==> src/dbgc_pkg.sv <==
// package for the debug support control block: register map, field layout, types
// assumes a single 40 MHz clock domain and a plain strobe register port
`default_nettype none
package dbgc_pkg;
  localparam logic [31:0] DBGC_CTRL_ADDR   = 32'h90000000;
  localparam int          DBGC_DCNT_LSB    = 20;
  localparam int          DBGC_DCNT_W      = 9;
  localparam int          DBGC_ERRCLR_BIT  = 19;
  localparam int          DBGC_DREPLY_BIT  = 18;
  localparam int          DBGC_BREPLY_BIT  = 17;
  localparam int          DBGC_SSTEP_BIT   = 16;
  localparam int          DBGC_ERRST_BIT   = 15;
  localparam int          DBGC_DUEN_BIT    = 14;
  localparam int          DBGC_BREN_BIT    = 13;
  localparam int          DBGC_INDBG_BIT   = 12;
  localparam int          DBGC_DRUN_BIT    = 11;
  localparam logic [8:0]  DBGC_DCNT_RST    = 9'h000;
  localparam logic [31:0] DBGC_UNMAPPED_RD = 32'h00000000;

  typedef struct packed {
    logic [31:0] addr;
    logic [31:0] wdata;
    logic        wr;
    logic        rd;
  } dbgc_req_type;

  typedef struct packed {
    logic debug_entry_reply_en;
    logic bus_transfer_reply_en;
    logic single_step;
  } dbgc_ctl_type;

  typedef enum logic [1:0] {DBGC_RUN, DBGC_STEP, DBGC_REENTER} dbgc_step_type;
endpackage
`default_nettype wire

==> src/dbgc_step.sv <==
// single-step sequencer: one instruction on leaving debug mode, then back in
// assumes the core pulses instr_done once per retired instruction
`default_nettype none
module dbgc_step
  import dbgc_pkg::*;
(
  input  wire logic mclk,
  input  wire logic rstn,
  input  wire logic step_en,
  input  wire logic in_debug,
  input  wire logic instr_done,
  output logic      step_break
);
  dbgc_step_type state_q, state_d;
  logic          left_debug;
  logic          in_debug_q;
  assign left_debug = in_debug_q & ~in_debug;

  always_comb begin
    state_d = state_q;
    unique case (state_q)
      DBGC_RUN:     if (left_debug && step_en) state_d = DBGC_STEP;
      DBGC_STEP:    if (instr_done) state_d = DBGC_REENTER;
      DBGC_REENTER: if (in_debug) state_d = DBGC_RUN;
    endcase
  end

  always_ff @(posedge mclk or negedge rstn) begin
    if (!rstn) begin
      state_q    <= DBGC_RUN;
      in_debug_q <= 1'b0;
      step_break <= 1'b0;
    end else begin
      state_q    <= state_d;
      in_debug_q <= in_debug;
      step_break <= (state_d == DBGC_REENTER); // RULE_05
    end
  end
endmodule // dbgc_step

==> src/dbgc_sync.sv <==
// two flip-flop synchroniser for one pin level
// assumes the pin is asynchronous to mclk
`default_nettype none
module dbgc_sync
  import dbgc_pkg::*;
(
  input  wire logic mclk,
  input  wire logic rstn,
  input  wire logic pin,
  output logic      level
);
  logic meta_q;
  always_ff @(posedge mclk or negedge rstn) begin
    if (!rstn) begin
      meta_q <= 1'b0;
      level  <= 1'b0;
    end else begin
      meta_q <= pin;
      level  <= meta_q;
    end
  end
endmodule // dbgc_sync

==> src/dbgc_top.sv <==
// debug support control: upper fields of the debug control register
// assumes core status inputs are on mclk and the two enable pins are asynchronous
// Operation
// RULE_01 - a 9-bit delay counter in bits 28:20 can be written and read back.
// RULE_02 - writing one to bit 19 pulses an error-mode clear to the core and bit 19 reads zero.
// RULE_03 - bit 18 makes the link send a reply word when the core enters debug mode.
// RULE_04 - bit 17 makes the link send a reply word after each of its bus transfers.
// RULE_05 - bit 16 lets the core run one instruction after leaving debug mode, then break.
// RULE_06 - bit 15 reads one while the core is in error mode.
// RULE_07 - bit 14 reads the synchronised level of the debug unit enable pin.
// RULE_08 - bit 13 reads the synchronised level of the debug break enable pin.
// RULE_09 - while bit 11 is set the counter decrements per stored trace; a breakpoint sets it. Here a breakpoint sets bit 11 only while the counter is nonzero.
// RULE_10 - bit 12 reads one while the core is in debug mode.
// RULE_11 - writes to the status bits are ignored.
//
// Implementation choice: the plain strobed port.
`default_nettype none
module dbgc_top
  import dbgc_pkg::*;
(
  input  wire logic        mclk,
  input  wire logic        rstn,
  input  wire logic [31:0] reg_addr,
  input  wire logic [31:0] reg_wdata,
  input  wire logic        reg_wr,
  input  wire logic        reg_rd,
  output logic      [31:0] reg_rdata,
  input  wire logic        debug_unit_enable_in,
  input  wire logic        debug_break_enable_in,
  input  wire logic        cpu_in_error,
  input  wire logic        cpu_in_debug,
  input  wire logic        cpu_instr_done,
  input  wire logic        trace_stored,
  input  wire logic        breakpoint_hit,
  input  wire logic        link_xfer_done,
  output logic             error_mode_clear,
  output logic             step_break,
  output logic             link_reply_req,
  output logic             single_step,
  output logic             delay_count_run,
  output logic      [8:0]  delay_count
);
  dbgc_req_type req;
  dbgc_ctl_type ctl_q, ctl_d;
  logic         sel, wr_hit, rd_hit;
  logic         duen_lvl, bren_lvl;
  logic [8:0]   dcnt_q, dcnt_d;
  logic         drun_q, drun_d;
  logic         in_debug_q;
  logic         dbg_entry;
  logic         step_brk;
  logic [31:0]  rd_word;
  logic         reply_d;

  assign req    = '{addr: reg_addr, wdata: reg_wdata, wr: reg_wr, rd: reg_rd};
  assign sel    = (req.addr == DBGC_CTRL_ADDR);
  assign wr_hit = req.wr & sel;
  assign rd_hit = req.rd & sel;

  dbgc_sync u_sync_duen (
    .mclk  (mclk),
    .rstn  (rstn),
    .pin   (debug_unit_enable_in),
    .level (duen_lvl)
  );
  dbgc_sync u_sync_bren (
    .mclk  (mclk),
    .rstn  (rstn),
    .pin   (debug_break_enable_in),
    .level (bren_lvl)
  );

  dbgc_step u_step (
    .mclk       (mclk),
    .rstn       (rstn),
    .step_en    (ctl_q.single_step),
    .in_debug   (cpu_in_debug),
    .instr_done (cpu_instr_done),
    .step_break (step_brk)
  );

  assign ctl_d = wr_hit ? '{debug_entry_reply_en:  req.wdata[DBGC_DREPLY_BIT],
                            bus_transfer_reply_en: req.wdata[DBGC_BREPLY_BIT],
                            single_step:           req.wdata[DBGC_SSTEP_BIT]}
                        : ctl_q;

  // software write wins over the decrement; a breakpoint set wins over a software clear
  assign dcnt_d = wr_hit ? req.wdata[DBGC_DCNT_LSB +: DBGC_DCNT_W] // RULE_01
                : (drun_q && trace_stored && dcnt_q != 9'h000) ? dcnt_q - 9'h001 // RULE_09
                : dcnt_q;
  assign drun_d = (breakpoint_hit && dcnt_q != 9'h000) ? 1'b1 // RULE_09
                : wr_hit ? req.wdata[DBGC_DRUN_BIT]
                : drun_q;

  assign dbg_entry = cpu_in_debug & ~in_debug_q;
  assign reply_d   = (ctl_q.debug_entry_reply_en & dbg_entry) // RULE_03
                   | (ctl_q.bus_transfer_reply_en & link_xfer_done); // RULE_04

  // status bits come only from live state, so writes there have no effect
  always_comb begin
    rd_word = DBGC_UNMAPPED_RD;
    rd_word[DBGC_DCNT_LSB +: DBGC_DCNT_W] = dcnt_q; // RULE_01
    rd_word[DBGC_ERRCLR_BIT] = 1'b0; // RULE_02
    rd_word[DBGC_DREPLY_BIT] = ctl_q.debug_entry_reply_en;
    rd_word[DBGC_BREPLY_BIT] = ctl_q.bus_transfer_reply_en;
    rd_word[DBGC_SSTEP_BIT]  = ctl_q.single_step;
    rd_word[DBGC_ERRST_BIT]  = cpu_in_error; // RULE_06
    rd_word[DBGC_DUEN_BIT]   = duen_lvl; // RULE_07
    rd_word[DBGC_BREN_BIT]   = bren_lvl; // RULE_08
    rd_word[DBGC_INDBG_BIT]  = cpu_in_debug; // RULE_10
    rd_word[DBGC_DRUN_BIT]   = drun_q;
  end

  always_ff @(posedge mclk or negedge rstn) begin
    if (!rstn) begin
      ctl_q      <= '0;
      dcnt_q     <= DBGC_DCNT_RST;
      drun_q     <= 1'b0;
      in_debug_q <= 1'b0;
    end else begin
      ctl_q      <= ctl_d; // RULE_11
      dcnt_q     <= dcnt_d;
      drun_q     <= drun_d;
      in_debug_q <= cpu_in_debug;
    end
  end

  always_ff @(posedge mclk or negedge rstn) begin
    if (!rstn) begin
      reg_rdata        <= DBGC_UNMAPPED_RD;
      error_mode_clear <= 1'b0;
      link_reply_req   <= 1'b0;
      step_break       <= 1'b0;
      single_step      <= 1'b0;
      delay_count_run  <= 1'b0;
      delay_count      <= DBGC_DCNT_RST;
    end else begin
      reg_rdata        <= rd_hit ? rd_word : DBGC_UNMAPPED_RD;
      error_mode_clear <= wr_hit & req.wdata[DBGC_ERRCLR_BIT]; // RULE_02
      link_reply_req   <= reply_d;
      step_break       <= step_brk; // RULE_05
      single_step      <= ctl_d.single_step;
      delay_count_run  <= drun_d;
      delay_count      <= dcnt_d;
    end
  end
endmodule // dbgc_top
`default_nettype wire
==> config.mk <==
export PLATFORM = sky130hd
export DESIGN_NAME = dbgc_top
export DESIGN_NICKNAME = d
export VERILOG_FILES = /design/src/dbgc_pkg.sv /design/src/dbgc_step.sv /design/src/dbgc_sync.sv /design/src/dbgc_top.sv
export SDC_FILE = /design/constraint.sdc
export NUM_CORES = 1
export LEC_CHECK = 0
export BUFFER_PORTS_ARGS = -buffer_cell sky130_fd_sc_hd__buf_2
export CAP_MARGIN = 10
export CORE_MARGIN = 5
export CORE_UTILIZATION = 39
export CTS_CLUSTER_DIAMETER = 40
export DETAILED_ROUTE_END_ITERATION = 10
export PLACE_DENSITY = 0.76
export SLEW_MARGIN = 5
export SYNTH_ARGS = -nofsm -noshare
export SYNTH_HDL_FRONTEND = slang
export SYNTH_SLANG_ARGS = --single-unit
==> constraint.sdc <==
create_clock -name mclk -period 1.9 [get_ports mclk]
set_clock_uncertainty 0.15 [all_clocks]
set_input_delay 0.19 -clock mclk [delete_from_list [all_inputs] [get_ports mclk]]
set_output_delay 0.19 -clock mclk [all_outputs]
set_load 0.02 [all_outputs]
==> impl_metrics.prom <==
# TYPE chip_impl_metric gauge
chip_impl_info{name="outcome",value="finished, final reports clean"} 1
chip_impl_metric{name="synthDominantCellAreaShare",unit="%"} 49.6
chip_impl_metric{name="numCtsBuffers",unit=""} 5
chip_impl_metric{name="worstPathArrival",unit="ns"} 1.90
chip_impl_metric{name="nNetsFinal",unit=""} 367
chip_impl_metric{name="finalWorstPathRequiredPeriod",unit="ns"} 1.83
chip_impl_info{name="holdCritPathClass",value="primary input to flop"} 1
chip_impl_metric{name="design.die.area",unit="mm^2"} 0.00686
chip_impl_metric{name="vdd_ir_drop_max",unit="uV"} 557
chip_impl_metric{name="clk_pin_slew",unit="ns"} 0.08
chip_impl_metric{name="syn_area_per_cell",unit="um^2"} 12.7
chip_impl_metric{name="drt_pre_antenna_iters",unit=""} 4
chip_impl_info{name="crit_path_top_delay_cell",value="or4b_1"} 1
chip_impl_metric{name="drt-wirelength-per-cell",unit="um"} 13.7
chip_impl_metric{name="antennaDiodeCount",unit=""} 0
chip_impl_metric{name="drc",unit=""} 0
chip_impl_metric{name="drt-vias-per-instance",unit=""} 4.67
chip_impl_metric{name="number_of_endpoints_with_negative_hold_slack_in_the_final_report",unit=""} 0
chip_impl_metric{name="n_fill_cell",unit=""} 461
chip_impl_metric{name="buffer_ports.inserted",unit=""} 88
chip_impl_metric{name="final.setup.worst_slack",unit="ns"} 0.0718
chip_impl_metric{name="first_iter_violations",unit=""} 72
chip_impl_metric{name="layout_worst_path_cycle_share",unit="%"} 96.2
chip_impl_metric{name="layout-area-overhead-vs-synth",unit="%"} 43.7
chip_impl_metric{name="clkLatencyLatePin",unit="ns"} 0.29
chip_impl_info{name="setup_repair_after_global_routing_missed_its_margin",value="true"} 1
chip_impl_metric{name="h-tree-depth",unit=""} 2
chip_impl_metric{name="num_io_pins",unit=""} 122
chip_impl_metric{name="synth_seq_area_share",unit="%"} 49.6
chip_impl_metric{name="worst_ep_required_time",unit="ns"} 1.97
chip_impl_info{name="yosys-top-cells-area",value="dfrtp_1 50%, nor4_4 6.2%, buf_4 5.8%"} 1
chip_impl_metric{name="critical_path.max_fanout",unit=""} 5
chip_impl_metric{name="floorplan.initialDensity",unit="%"} 40.3
chip_impl_metric{name="total_leakage_power",unit="nW"} 1.53
chip_impl_metric{name="drt-total-wl",unit="um"} 4920
chip_impl_metric{name="placement.setup.worst_slack",unit="ns"} 0.00914
chip_impl_info{name="crit_chain",value="inv_1 > ha_2 > nor3b_4 > and3_4 > or4b_1 > a31oi_1"} 1
chip_impl_metric{name="antenna_found_initial",unit=""} 0
chip_impl_info{name="post_synth_most_frequent_cells",value="41 x dfrtp_1, 16 x and2_1, 16 x buf_4, 8 x inv_1, 6 x nor4_4"} 1
chip_impl_info{name="synthMostInstantiatedCell",value="dfrtp_1"} 1
chip_impl_metric{name="synth.distinct_cells",unit=""} 42
chip_impl_metric{name="power.density_cell_area",unit="mW/mm^2"} 903
chip_impl_metric{name="grt_pass1_wl",unit="um"} 8310
chip_impl_metric{name="dp.final_hpwl",unit="um"} 3740
chip_impl_metric{name="chipHeight",unit="um"} 82.8
chip_impl_metric{name="gp_congestion",unit=""} 0.801
chip_impl_info{name="post-synth-top-area-cell",value="dfrtp_1"} 1
chip_impl_metric{name="grt_start_max_net_pins",unit=""} 42
chip_impl_metric{name="post_syn_area",unit="mm^2"} 0.00207
chip_impl_metric{name="ys_seq_elements",unit=""} 41
chip_impl_metric{name="number_of_global_route_vias_before_repair",unit=""} 1783
chip_impl_metric{name="finalMaxSlewViolations",unit=""} 0
chip_impl_metric{name="totalNegativeSetupSlack",unit="ns"} 0
chip_impl_metric{name="report.final.setup_viol",unit=""} 0
chip_impl_metric{name="ant_nets",unit=""} 0
chip_impl_metric{name="die_x_extent",unit="um"} 82.8
chip_impl_metric{name="timing.critical_path.slowest_cell_delay",unit="ns"} 0.46
chip_impl_metric{name="synth_cells",unit=""} 163
chip_impl_info{name="cts_tree",value="yes"} 1
chip_impl_info{name="synth_flop_cell",value="dfrtp_1"} 1
chip_impl_metric{name="max-slew-margin-rel",unit="%"} 65.9
chip_impl_metric{name="timing.max_cap.violations",unit=""} 0
chip_impl_metric{name="groute.usage.overall",unit="%"} 14.8
chip_impl_metric{name="final_layout_size_suffix_gt1_share",unit="%"} 48.3
chip_impl_info{name="root_buffer",value="clkbuf_8"} 1
chip_impl_metric{name="worstMarginPinSlew",unit="ns"} 0.512
chip_impl_metric{name="num_vias",unit=""} 1673
chip_impl_metric{name="clkSinkCount",unit=""} 41
chip_impl_metric{name="clock.fmax",unit="GHz"} 0.547
chip_impl_metric{name="synthesis.yosys.warnings",unit=""} 0
chip_impl_metric{name="overflow",unit=""} 0
chip_impl_info{name="cp-start-kind",value="flop"} 1
chip_impl_metric{name="coreArea",unit="mm^2"} 0.00514
chip_impl_info{name="setup.worst_path.end_class",value="flop"} 1
chip_impl_metric{name="clock_path_buffers",unit=""} 2
chip_impl_metric{name="core.rowCount",unit=""} 26
chip_impl_info{name="worst-setup-path-type",value="flop to flop"} 1
chip_impl_metric{name="synth-edff-count",unit=""} 0
chip_impl_metric{name="post_synthesis_async_set_or_reset_flop_share",unit="%"} 100
[final timing paths]
check	start	endpoint	slack (ns)	depth (start not counted)
worst max-delay path	dcnt_q[1]	dcnt_q[5]	0.07	6
worst min-delay path	reg_wdata[28]	dcnt_q[8]	0.03	3
worst max register to register	dcnt_q[1]	dcnt_q[5]	0.07	6
worst min register to register	u_sync_bren.meta_q	u_sync_bren.level	0.20	0
max in group asynchronous	rstn	dcnt_q[0]	0.89	3
min in group asynchronous	rstn	dcnt_q[7]	0.34	3
[power breakdown]
group | switching (W) | internal, W
Combinational | 0.000473 | 0.000451
Sequential | 0.000129 | 0.000965
Clock | 0.000284 | 0.000382
Total | 0.000886 | 0.00180
[logic make-up after synthesis]
family,Yosys count,synth area share (%)
xor gates and xnor gates,3,1.27
other,1,0.181
muxes,11,6.59
buffers and inverters,24,7.26
adders and majority gates,3,1.81
and+or+nand+nor,63,27.9
AOI/OAI and AO/OA,17,5.38
DFF,41,49.6
[worst max-delay path: cells and delay by family, from the launching register on]
kind	cells	cell delay (ns)
AOI/OAI and AO/OA	1	0.17
adders and majority gates	1	0.18
DFF	1	0.38
and+or+nand+nor	3	0.82
buffers and inverters	1	0.06
[layout by cell type, fill, tap and decap left out, types with 5 or more instances in the layout]
| master | instances |
|---|---|
| buf_2 | 88 |
| dfrtp_1 | 39 |
| and2_1 | 16 |
| dlygate4sd3_1 | 16 |
| conb_1 | 15 |
| buf_4 | 15 |
| inv_1 | 7 |
| nor4_4 | 7 |
| nand2_1 | 5 |
| clkbuf_8 | 5 |
[flip-flops by register name, indices dropped and copies added (netlist names)]
register            count
u_step.step_break       1
error_mode_clear        1
u_step.in_debug_q       1
u_sync_bren.meta_q      1
step_break              1
u_sync_duen.level       1
reg_rdata              17
link_reply_req          1
delay_count_run         1
u_sync_duen.meta_q      1
u_step.state_q          2
dcnt_q                  9
ctl_q                   3
u_sync_bren.level       1
[metrics by stage]
| stage | hold slack (ns) | instances | cell area, um^2 | total power [W] | utilization [%] |
|---|---|---|---|---|---|
| 2_1_floorplan | -0.256 | 177 | 2130 | 0.00155 | - |
| 3_3_place_gp | 0.128 | 333 | 2650 | 0.00189 | 51.6 |
| 3_5_place_dp | 0.136 | 333 | 2650 | 0.00191 | 51.6 |
| 4_1_cts | 0.0195 | 356 | 2920 | 0.00262 | 56.8 |
| 5_1_grt | 0.0282 | 358 | 2970 | 0.00285 | 57.8 |
| 6_report | 0.0271 | 358 | 2970 | 0.00268 | 57.8 |
[layer usage]
layer	vias to the layer above	routed length (um)	part of all wire [%]	global-route usage (%)
met5	-	0	0	0
met4	0	77	1.6	5.35
met3	6	465	9.5	4.75
met2	89	2300	47	24.1
met1	780	2070	42	18.2
li1	798	-	-	-
[repair_timing]
| item | CTS | global route |
|---|---|---|
| resized for setup | 1 | 7 |
| endpoints found under the hold margin | 56 | 0 |
| endpoints found under the setup margin | 2 | 5 |
| hold buffers | 16 | 0 |
| pin swaps | 0 | 1 |
| setup buffers | 0 | 2 |
[final cells by class]
type	instances	area [um^2]	area share [%]
clock buffers	5	68.8	2.31
clock inverters	2	35.0	1.18
inverters	8	30.0	1.01
multi-input cells	112	990	33.3
flip-flops and latches	41	1030	34.6
well taps	70	87.6	2.95
repair buffers	120	733	24.7
No activity file was read; power rests on OpenSTA's default activity.
